### config.mk
export PLATFORM = sky130hd
export DESIGN_NAME = itsp_port
export DESIGN_NICKNAME = d
export VERILOG_FILES = /design/src/common/itsp_pkg.sv /design/src/design/itsp_port.sv
export SDC_FILE = /design/constraint.sdc
export NUM_CORES = 1
export LEC_CHECK = 0
export ABC_AREA = 1
export BUFFER_PORTS_ARGS = -buffer_cell sky130_fd_sc_hd__buf_2
export CAP_MARGIN = 25
export CELL_PAD_IN_SITES_DETAIL_PLACEMENT = 0
export CELL_PAD_IN_SITES_GLOBAL_PLACEMENT = 1
export CORE_MARGIN = 3
export CORE_UTILIZATION = 35
export DETAILED_ROUTE_END_ITERATION = 6
export GPL_TIMING_DRIVEN = 0
export PLACE_DENSITY_LB_ADDON = 0.1
export SLEW_MARGIN = 20
export SYNTH_ARGS = -nofsm -noshare
export SYNTH_HDL_FRONTEND = slang
export SYNTH_SLANG_ARGS = --single-unit
### constraint.sdc
create_clock -name ref_clk -period 3 [get_ports ref_clk]
set_clock_uncertainty 0.2 [all_clocks]
set_input_delay 0.3 -clock ref_clk [delete_from_list [all_inputs] [get_ports ref_clk]]
set_output_delay 0.3 -clock ref_clk [all_outputs]
set_load 0.03 [all_outputs]
### src/common/itsp_pkg.sv
// Constants, field layouts and carrier types of the ISDN TDM serial port
package itsp_pkg;

  // Register offsets (byte addresses)
  localparam logic [3:0]  ADDR_CTRL = 4'h0;
  localparam logic [3:0]  ADDR_MASK = 4'h4;
  localparam logic [3:0]  ADDR_STAT = 4'h8;

  // Control register layout, LSB first: mode, mux, D, B1, B2 routes, enable
  typedef struct packed {
    logic       enable;
    logic [1:0] b2_route;
    logic [1:0] b1_route;
    logic [1:0] d_route;
    logic       gci_mux;
    logic       general_circuit_iface;
  } itsp_ctrl_s;
  localparam int          CTRL_W    = 9;
  localparam logic [8:0]  CTRL_RST  = 9'h000;
  localparam logic [15:0] MASK_RST  = 16'hFFFF;

  // Interchip link frame: B1, D, A, B2, D, M
  localparam logic [7:0]  IDL_B1_LO = 8'h00;
  localparam logic [7:0]  IDL_D0    = 8'h08;
  localparam logic [7:0]  IDL_A     = 8'h09;
  localparam logic [7:0]  IDL_B2_LO = 8'h0A;
  localparam logic [7:0]  IDL_D1    = 8'h12;
  localparam logic [7:0]  IDL_M     = 8'h13;
  localparam logic [7:0]  IDL_LAST  = 8'h13;

  // General circuit frame: 32 bits per channel, up to 8 channels
  localparam logic [4:0]  GCI_B1_LO = 5'h00;
  localparam logic [4:0]  GCI_B2_LO = 5'h08;
  localparam logic [4:0]  GCI_M_LO  = 5'h10;
  localparam logic [4:0]  GCI_D_LO  = 5'h18;
  localparam logic [4:0]  GCI_CI_LO = 5'h1A;
  localparam logic [7:0]  GCI_LAST  = 8'h1F;
  localparam logic [7:0]  GCI_MUX_LAST = 8'hFF;
  localparam logic [2:0]  GCI_FREE_CH  = 3'h2;
  localparam logic [4:0]  GCI_FREE_POS = 5'h1D;

  // Controller indices
  localparam logic [2:0]  DEST_MANAGEMENT_CONTROLLER_ONE = 3'h3;
  localparam logic [2:0]  DEST_MANAGEMENT_CONTROLLER_TWO = 3'h4;
  localparam logic [2:0]  DEST_NONE = 3'h7;
  localparam logic [1:0]  ROUTE_OFF = 2'h3;

  typedef enum logic [2:0] {
    CH_NONE = 3'b000,
    CH_B1   = 3'b001,
    CH_B2   = 3'b010,
    CH_D    = 3'b011,
    CH_M    = 3'b100,
    CH_A    = 3'b101,
    CH_CI   = 3'b110
  } itsp_chan_e;

  typedef struct packed {
    itsp_chan_e chan;
    logic [2:0] idx;
  } itsp_slot_s;

  typedef enum logic [1:0] {
    DS_IDLE = 2'b00,
    DS_WAIT = 2'b01,
    DS_SEND = 2'b10
  } itsp_dstate_e;

endpackage : itsp_pkg

### src/design/itsp_port.sv
// ISDN TDM serial port, slave side of interchip link and GENERAL_CIRCUIT_IFACE buses
// Notes on behaviour
// - Link mode: 20-bit duplex frame per 125 us
// - Port is bus slave, clocked externally
// - Only the 20-bit link variant exists
// - Link mode: drive only supported bits, else float
// - Link mode: receive only inside the 20 frame bits
// - Link mode: frame is 20 clocks after sync pulse
// - Carry B1, B2, D, M and A channels
// - Route D, B1, B2 to any of serial controllers 0 to 2
// - Link mode: request D channel when data pending
// - Sample grant at sync, then send D
// - Lost grant aborts; retry within two buffers
// - Per-bit bearer mask gates receive and transmit
// - Bearer strobes mark unmasked B1, B2 bits
// - GENERAL_CIRCUIT_IFACE: 8 kHz frame, 256 kbps stream
// - GENERAL_CIRCUIT_IFACE multiplexed frame, eight channels, 2048 kbps
// - GENERAL_CIRCUIT_IFACE: one data bit per two clocks
// - Channel 0, channel 2 C/I access control
// - GENERAL_CIRCUIT_IFACE also honours dchan_grant input
// - GENERAL_CIRCUIT_IFACE transmit open drain, low for zeros
// - GENERAL_CIRCUIT_IFACE outputs data-rate clock
// - GENERAL_CIRCUIT_IFACE checks channel 2 C/I free bit
`timescale 1ns/1ps

module itsp_port (
  input  wire logic        ref_clk,
  input  wire logic        srst,
  input  wire logic [3:0]  reg_addr,
  input  wire logic [31:0] reg_wdata,
  input  wire logic        reg_wr,
  input  wire logic        reg_rd,
  output logic      [31:0] reg_rdata,
  input  wire logic        line_clock_in,
  input  wire logic        frame_sync_in,
  input  wire logic        line_rx_data,
  input  wire logic        dchan_grant,
  output logic             line_tx_data,
  output logic             line_tx_data_oe_n,
  output logic             dchan_request,
  output logic             bearer_strobe_one,
  output logic             bearer_strobe_two,
  output logic             data_rate_clock_out,
  input  wire logic [4:0]  ctl_tx_bit,
  output logic      [4:0]  ctl_tx_take,
  output logic             ctl_rx_bit,
  output logic      [4:0]  ctl_rx_valid,
  input  wire logic        dchan_pending,
  input  wire logic        dchan_early,
  output logic             dchan_abort,
  output logic             dchan_fail,
  output logic             dchan_sending
);

  // Fixed slot map of both frame formats
  function automatic itsp_pkg::itsp_slot_s slot_of(
    input logic       general_circuit_iface,
    input logic [7:0] pos
  );
    itsp_pkg::itsp_slot_s s;
    s.chan = itsp_pkg::CH_NONE;
    s.idx  = 3'h0;
    if (!general_circuit_iface) begin
      if (pos < itsp_pkg::IDL_D0) begin
        s.chan = itsp_pkg::CH_B1;
        s.idx  = pos[2:0];
      end else if (pos == itsp_pkg::IDL_D0 || pos == itsp_pkg::IDL_D1) begin
        s.chan = itsp_pkg::CH_D;
      end else if (pos == itsp_pkg::IDL_A) begin
        s.chan = itsp_pkg::CH_A;
      end else if (pos == itsp_pkg::IDL_M) begin
        s.chan = itsp_pkg::CH_M;
      end else if (pos >= itsp_pkg::IDL_B2_LO) begin
        s.chan = itsp_pkg::CH_B2;
        s.idx  = 3'(pos - itsp_pkg::IDL_B2_LO);
      end
    end else if (pos[7:5] == 3'h0) begin
      s.idx = pos[2:0];
      if (pos[4:0] < itsp_pkg::GCI_B2_LO) begin
        s.chan = itsp_pkg::CH_B1;
      end else if (pos[4:0] < itsp_pkg::GCI_M_LO) begin
        s.chan = itsp_pkg::CH_B2;
      end else if (pos[4:0] < itsp_pkg::GCI_D_LO) begin
        s.chan = itsp_pkg::CH_M;
      end else if (pos[4:0] < itsp_pkg::GCI_CI_LO) begin
        s.chan = itsp_pkg::CH_D;
      end else begin
        s.chan = itsp_pkg::CH_CI;
      end
    end
    return s;
  endfunction : slot_of

  // Controller that owns a channel, DEST_NONE if unrouted
  function automatic logic [2:0] dest_of(
    input itsp_pkg::itsp_ctrl_s c,
    input itsp_pkg::itsp_chan_e ch
  );
    logic [1:0] r;
    r = itsp_pkg::ROUTE_OFF;
    unique case (ch)
      itsp_pkg::CH_B1: r = c.b1_route;
      itsp_pkg::CH_B2: r = c.b2_route;
      itsp_pkg::CH_D:  r = c.d_route;
      itsp_pkg::CH_M:  return itsp_pkg::DEST_MANAGEMENT_CONTROLLER_ONE;
      itsp_pkg::CH_A,
      itsp_pkg::CH_CI: return itsp_pkg::DEST_MANAGEMENT_CONTROLLER_TWO;
      default:         return itsp_pkg::DEST_NONE;
    endcase
    return (r == itsp_pkg::ROUTE_OFF) ? itsp_pkg::DEST_NONE : {1'b0, r};
  endfunction : dest_of

  // Bearer bit enabled by the mask
  function automatic logic mask_ok(
    input logic [15:0]          m,
    input itsp_pkg::itsp_slot_s s
  );
    if (s.chan == itsp_pkg::CH_B1) return m[{1'b0, s.idx}];
    if (s.chan == itsp_pkg::CH_B2) return m[{1'b1, s.idx}];
    return s.chan != itsp_pkg::CH_NONE;
  endfunction : mask_ok

  itsp_pkg::itsp_ctrl_s   ctrl;
  logic [15:0]            bearer_bit_mask;
  itsp_pkg::itsp_dstate_e dstate;

  // Link pins: three-stage synchronisers with agreement filter
  logic [3:0] pin_in;
  logic [3:0] pin_f;
  logic [3:0] next_pin_f;
  assign pin_in = {line_clock_in, frame_sync_in, line_rx_data, dchan_grant};

  generate
    for (genvar i = 0; i < 4; i++) begin : g_sync
      logic [2:0] sr;
      always_ff @(posedge ref_clk) begin
        if (srst) begin
          sr <= 3'h0;
        end else begin
          sr <= {sr[1:0], pin_in[i]};
        end
      end
      assign next_pin_f[i] = (sr[2] == sr[1]) ? sr[2] : pin_f[i];
      always_ff @(posedge ref_clk) begin
        if (srst) begin
          pin_f[i] <= 1'b0;
        end else begin
          pin_f[i] <= next_pin_f[i];
        end
      end
    end
  endgenerate

  logic lc_rise;
  logic lc_fall;
  logic sync_f;
  logic rxd_f;
  logic grant_f;
  assign lc_rise = next_pin_f[3] & ~pin_f[3];
  assign lc_fall = ~next_pin_f[3] & pin_f[3];
  assign sync_f  = pin_f[2];
  assign rxd_f   = pin_f[1];
  assign grant_f = pin_f[0];

  // Frame position tracking
  logic       active;
  logic [7:0] pos;
  logic       half;
  logic [7:0] last_pos;
  logic       frame_start;
  logic       sample_now;
  logic       drive_now;
  logic       ci_free;
  logic       grant_ok;
  logic [7:0] frame_cnt;

  assign last_pos = !ctrl.general_circuit_iface ? itsp_pkg::IDL_LAST :
                    ctrl.gci_mux ? itsp_pkg::GCI_MUX_LAST :
                    itsp_pkg::GCI_LAST;
  assign frame_start = ctrl.enable & lc_fall & sync_f;
  // GENERAL_CIRCUIT_IFACE moves one bit per two line clocks
  assign drive_now  = active & lc_rise & (~ctrl.general_circuit_iface | ~half);
  assign sample_now = active & lc_fall & (~ctrl.general_circuit_iface | half);

  always_ff @(posedge ref_clk) begin
    if (srst) begin
      active <= 1'b0;
      pos    <= 8'h00;
      half   <= 1'b0;
    end else if (frame_start) begin
      active <= 1'b1;
      pos    <= 8'h00;
      half   <= 1'b0;
    end else if (!ctrl.enable) begin
      active <= 1'b0;
    end else if (active && lc_fall) begin
      if (ctrl.general_circuit_iface && !half) begin
        half <= 1'b1;
      end else begin
        half <= 1'b0;
        if (pos == last_pos) begin
          active <= 1'b0;
        end else begin
          pos <= pos + 8'h01;
        end
      end
    end
  end

  always_ff @(posedge ref_clk) begin
    if (srst) begin
      frame_cnt <= 8'h00;
    end else if (frame_start) begin
      frame_cnt <= frame_cnt + 8'h01;
    end
  end

  // Slot under the current position
  itsp_pkg::itsp_slot_s slot;
  logic [2:0]           dest;
  logic                 slot_on;
  assign slot    = slot_of(ctrl.general_circuit_iface, pos);
  assign dest    = dest_of(ctrl, slot.chan);
  assign slot_on = mask_ok(bearer_bit_mask, slot)
                   && dest != itsp_pkg::DEST_NONE;

  // Receive path
  always_ff @(posedge ref_clk) begin
    if (srst) begin
      ctl_rx_valid <= 5'h00;
      ctl_rx_bit   <= 1'b0;
    end else begin
      ctl_rx_valid <= 5'h00;
      if (sample_now && slot_on) begin
        ctl_rx_valid[dest] <= 1'b1;
        ctl_rx_bit         <= rxd_f;
      end
    end
  end

  // Channel 2 C/I free bit, low means free
  always_ff @(posedge ref_clk) begin
    if (srst) begin
      ci_free <= 1'b1;
    end else if (!ctrl.general_circuit_iface || !ctrl.gci_mux) begin
      ci_free <= 1'b1;
    end else if (sample_now && pos[7:5] == itsp_pkg::GCI_FREE_CH
                 && pos[4:0] == itsp_pkg::GCI_FREE_POS) begin
      ci_free <= ~rxd_f;
    end
  end

  // Transmit path
  logic tx_bit;
  logic tx_on;
  assign tx_bit = (dest <= itsp_pkg::DEST_MANAGEMENT_CONTROLLER_TWO) ? ctl_tx_bit[dest] : 1'b1;
  assign tx_on  = slot_on &&
                  (slot.chan != itsp_pkg::CH_D ||
                   dstate == itsp_pkg::DS_SEND);

  always_ff @(posedge ref_clk) begin
    if (srst) begin
      line_tx_data      <= 1'b1;
      line_tx_data_oe_n <= 1'b1;
      ctl_tx_take       <= 5'h00;
    end else begin
      ctl_tx_take <= 5'h00;
      if (drive_now) begin
        if (tx_on) begin
          ctl_tx_take[dest] <= 1'b1;
        end
        if (!ctrl.general_circuit_iface) begin
          line_tx_data      <= tx_bit;
          line_tx_data_oe_n <= ~tx_on;
        end else begin
          line_tx_data      <= 1'b0;
          line_tx_data_oe_n <= ~(tx_on & ~tx_bit);
        end
      end else if (!active) begin
        line_tx_data      <= 1'b1;
        line_tx_data_oe_n <= 1'b1;
      end
    end
  end

  // Bearer strobes follow the drive edge
  always_ff @(posedge ref_clk) begin
    if (srst) begin
      bearer_strobe_one <= 1'b0;
      bearer_strobe_two <= 1'b0;
    end else if (drive_now) begin
      bearer_strobe_one <= slot.chan == itsp_pkg::CH_B1
                           && mask_ok(bearer_bit_mask, slot);
      bearer_strobe_two <= slot.chan == itsp_pkg::CH_B2
                           && mask_ok(bearer_bit_mask, slot);
    end else if (!active) begin
      bearer_strobe_one <= 1'b0;
      bearer_strobe_two <= 1'b0;
    end
  end

  // Data-rate clock for non-bus devices
  always_ff @(posedge ref_clk) begin
    if (srst) begin
      data_rate_clock_out <= 1'b0;
    end else if (!(ctrl.enable && ctrl.general_circuit_iface)) begin
      data_rate_clock_out <= 1'b0;
    end else if (lc_rise) begin
      data_rate_clock_out <= ~data_rate_clock_out;
    end
  end

  // D-channel contention
  logic grant_now;
  assign grant_now = ctrl.general_circuit_iface ? (grant_f & ci_free)
                              : grant_f;

  always_ff @(posedge ref_clk) begin
    if (srst) begin
      dchan_request <= 1'b0;
    end else begin
      dchan_request <= ctrl.enable & ~ctrl.general_circuit_iface & dchan_pending;
    end
  end

  always_ff @(posedge ref_clk) begin
    if (srst) begin
      grant_ok <= 1'b0;
    end else if (frame_start) begin
      grant_ok <= grant_now;
    end
  end

  always_ff @(posedge ref_clk) begin
    if (srst) begin
      dstate      <= itsp_pkg::DS_IDLE;
      dchan_abort <= 1'b0;
      dchan_fail  <= 1'b0;
    end else begin
      dchan_abort <= 1'b0;
      dchan_fail  <= 1'b0;
      if (frame_start) begin
        unique case (dstate)
          itsp_pkg::DS_IDLE: begin
            if (dchan_pending) begin
              dstate <= grant_now ? itsp_pkg::DS_SEND : itsp_pkg::DS_WAIT;
            end
          end
          itsp_pkg::DS_WAIT: begin
            if (!dchan_pending) begin
              dstate <= itsp_pkg::DS_IDLE;
            end else if (grant_now) begin
              dstate <= itsp_pkg::DS_SEND;
            end
          end
          itsp_pkg::DS_SEND: begin
            if (!dchan_pending) begin
              dstate <= itsp_pkg::DS_IDLE;
            end else if (!grant_now) begin
              dchan_abort <= 1'b1;
              if (dchan_early) begin
                dstate <= itsp_pkg::DS_WAIT;
              end else begin
                dchan_fail <= 1'b1;
                dstate     <= itsp_pkg::DS_IDLE;
              end
            end
          end
          default: dstate <= itsp_pkg::DS_IDLE;
        endcase
      end
    end
  end

  assign dchan_sending = dstate == itsp_pkg::DS_SEND;

  // Register port
  always_ff @(posedge ref_clk) begin
    if (srst) begin
      ctrl            <= itsp_pkg::CTRL_RST;
      bearer_bit_mask <= itsp_pkg::MASK_RST;
    end else if (reg_wr) begin
      if (reg_addr == itsp_pkg::ADDR_CTRL) begin
        ctrl <= reg_wdata[itsp_pkg::CTRL_W-1:0];
      end
      if (reg_addr == itsp_pkg::ADDR_MASK) begin
        bearer_bit_mask <= reg_wdata[15:0];
      end
    end
  end

  always_ff @(posedge ref_clk) begin
    if (srst) begin
      reg_rdata <= 32'h0000_0000;
    end else if (reg_rd) begin
      unique case (reg_addr)
        itsp_pkg::ADDR_CTRL: reg_rdata <= {23'h0, ctrl};
        itsp_pkg::ADDR_MASK: reg_rdata <= {16'h0, bearer_bit_mask};
        itsp_pkg::ADDR_STAT: reg_rdata <= {18'h0, dstate, grant_ok,
                                           ci_free, active, pin_f[3],
                                           frame_cnt};
        default:             reg_rdata <= 32'h0000_0000;
      endcase
    end else begin
      reg_rdata <= 32'h0000_0000;
    end
  end

endmodule : itsp_port

==> flow_summary_export.csv <==
group,metric,value,unit
clock_tree,cts.path.max_buffers,2,
global_routing,grt_pass1_wl,20500,microns
global_routing,use_met2,0.284,
logic_synthesis,ys_ff_latch,98,
floorplanning,start_util,0.367,
timing,drv_slew,0,
logic_synthesis,syn_avg_cell_area,7.50,sq um
route,first_iter_violations,258,
finish,postLayoutCellArea,5750,sq um
route,drc,0,
timing,finalHoldViolations,0,
logic_synthesis,synth_async_sr_flop_share,0,
worst_setup_path,worstSetupPathType,"reg2reg",
timing,fin_crit_sh,0.896,
finish,drive_gt1_frac,0.222,
clock_tree,cts_tree,"done",
timing,rsz0062_at_grt,"false",
place,gpl.final_weighted_congestion,0.828,
timing,worst_slack,313,ps
finish,num_antenna_cells,0,
logic_synthesis,synth_enable_flop_cells,0,
timing,tightest_slew,805,ps
clock_tree,cts-buffers-inserted,9,
logic_synthesis,ys_warn_count,0,
clock_tree,htree_levels,3,
worst_setup_path,reg2reg_slack,310,ps
global_routing,grt.busiest_layer,"met2",
clock_tree,post_cts_buffers,0,
global_routing,track_usage,0.178,
finish,nFillCells,1375,
timing,min_period,2690,ps
route,via_count,4320,
global_routing,grt_use_met1,0.241,
clock_tree,clk_pin_slew,70,ps
place,hpwl,10100,microns
logic_synthesis,syn_area,4740,sq um
clock_tree,clock_latency,350,ps
finish,fin_cells,916,
floorplanning,dieArea,15000,sq um
place,io_buffers,70,
place,place_inst,889,
worst_setup_path,cp-end-kind,"register",
global_routing,grt_max_degree,17,
worst_setup_path,critPathArrivalTime,2730,ps
route,wl,12900,microns
place,placed_cell_area,5360,sq um
pwr,fin_total_pwr,0.00257,W
clock_tree,root_buffer,"clkbuf_16",
clock_tree,cts.sinks,98,
timing,setup-violations-final,0,
floorplanning,core-area,12900,sq um
logic_synthesis,ys.flop_type,"dfxtp_1",
worst_setup_path,worstPathMaxFanout,10,
worst_setup_path,cp_data_required_time,3040,ps
global_routing,grt_pass1_vias,4034,
place,place_ws,144,ps
flow_run,max_cap_viol_count,0,
floorplanning,fp-row-count,41,
floorplanning,num_io_pins,103,
outcome,run_status,"completed",
floorplanning,die_w,122,microns
finish,area_growth,21.4,%
pwr,ir_drop,250,uV
route,wl_per_cell,14.1,microns
global_routing,met3_usage,0.0276,
global_routing,grt_overflow,0,
logic_synthesis,synth_seq_area_share,0.414,
worst_setup_path,cp-start-kind,"register",
global_routing,antenna_found_initial,0,
finish,finalNetCount,799,
logic_synthesis,postSynthCellCount,632,
logic_synthesis,ys_types,39,
pwr,p_leak,2.59,nW
finish,multi_input_area,2250,sq um
route,vias_per_cell,4.72,
timing,max_freq,372,MHz
floorplanning,die_h,122,microns
timing,setup_tns,0,ps
pwr,powerDensity,447,nW/um^2
route,first_pass_iters,4,
route,antenna_left,0,
finish,register_area,1960,sq um
timing,relSlewSlack,0.458,
min_path,hp-class,"in2reg",
worst max-delay path, stage by stage (launching register included):
cell and delay, ps:
dfxtp_1 380, inv_1 150, ha_1 230, nand3_1 90, nor2_2 60, nor2_4 170, nand3_2 120, nand2_4 120
nand2_4 60, buf_6 150, nand2_1 60, nand3_1 70, nand3_1 90, nand3_1 70, nand2_1 90, nand2_1 80
nor2_2 150, nand3_1 90, nand2_1 100, nor2_1 50
worst paths after layout:
check                  start            endpoint  depth (start not counted)
max                   pos[0]          ctl_rx_bit                         19
min             reg_wdata[1]  bearer_bit_mask[1]                          3
max reg2reg           pos[0]          ctl_rx_bit                         19
min reg2reg  g_sync[0].sr[0]     g_sync[0].sr[1]                          2
report_power, final:
part / total [W] / switching [W] / internal, W
logic: 0.000174 / 0.000111 / 0.0000636
clock network: 0.00108 / 0.000515 / 0.000561
registers: 0.00132 / 0.00000653 / 0.00132
total: 0.00257 / 0.000632 / 0.00194
cell usage after synthesis (3+ instances only):
library cell / n / area (sq um)
nor3_1: 19 / 95.1
o211ai_2: 3 / 37.5
o211ai_1: 20 / 150
nor2_2: 12 / 75.1
a211oi_1: 8 / 60.1
nand4_1: 4 / 25.0
clkbuf_1: 14 / 52.6
dfxtp_1: 98 / 1960
o221ai_1: 7 / 61.3
nand3_1: 43 / 215
nor2_1: 60 / 225
nand2_4: 6 / 67.6
nor2_4: 7 / 78.8
a21oi_1: 26 / 130
o22ai_1: 6 / 37.5
nand2_2: 9 / 56.3
o21ai_0: 15 / 75.1
nor4_1: 6 / 37.5
a21oi_2: 3 / 26.3
nand3_2: 8 / 80.1
ha_1: 8 / 100
inv_1: 93 / 349
buf_4: 16 / 120
nand2_1: 111 / 417
inv_2: 8 / 30.0
final cells by class:
| cell class | count | share of cell area |
|---|---|---|
| clock buffers | 9 | 0.0392 |
| clock inverters | 6 | 0.00718 |
| multi-input cells | 413 | 0.392 |
| repair buffers | 82 | 0.0818 |
| inverters | 103 | 0.0672 |
| flip-flops and latches | 98 | 0.341 |
| well taps | 172 | 0.0374 |
| plain buffers | 33 | 0.0337 |
routing by layer:
metal,vias up,share of wire,wire length (microns)
li1,2242,-,-
met1,1959,0.47,6090
met2,106,0.46,5890
met3,13,0.051,661
met4,0,0.018,233
met5,-,0,0
kinds of logic (layout without fill, tap and decap cells):
kind of cell / after synthesis / in the layout / share of synthesized area
DFF: 98 / 98 / 0.414
AOI/OAI and AO/OA: 97 / 97 / 0.137
and+or+nand+nor: 292 / 292 / 0.305
other: 1 / 16 / 0.000791
buffers and inverters: 136 / 233 / 0.123
adders and majority gates: 8 / 8 / 0.0211
cells in the final DEF, fill, tap and decap left out, types with 16 or more instances in the layout:
cell type / n
nor3_1: 19
o211ai_1: 20
conb_1: 16
inv_1: 93
buf_4: 16
nand2_1: 111
nand3_1: 43
a21oi_1: 26
nor2_1: 59
dfxtp_1: 97
buf_2: 72
what timing repair did:
item	4_1_cts	5_1_grt
hold buffers	12	0
setup endpoints to repair	0	9
gates resized for setup	0	2
hold endpoints to repair	12	0
metrics by stage:
stage,hold slack (ps),util
finish,11.6,0.445
global route,11.9,0.445
CTS,2.95,0.445
detailed placement,196,0.415
global placement,193,0.415
floorplan,177,-
registers in the layout, summed over array words and instances, names as in the netlist, 2 cells and up:
register,flops
bearer_bit_mask,16
reg_rdata,16
g_sync.sr,12
ctrl,9
frame_cnt,8
pos,8
ctl_rx_valid,5
ctl_tx_take,5
dstate,2
(Power assumes the default switching activity.)
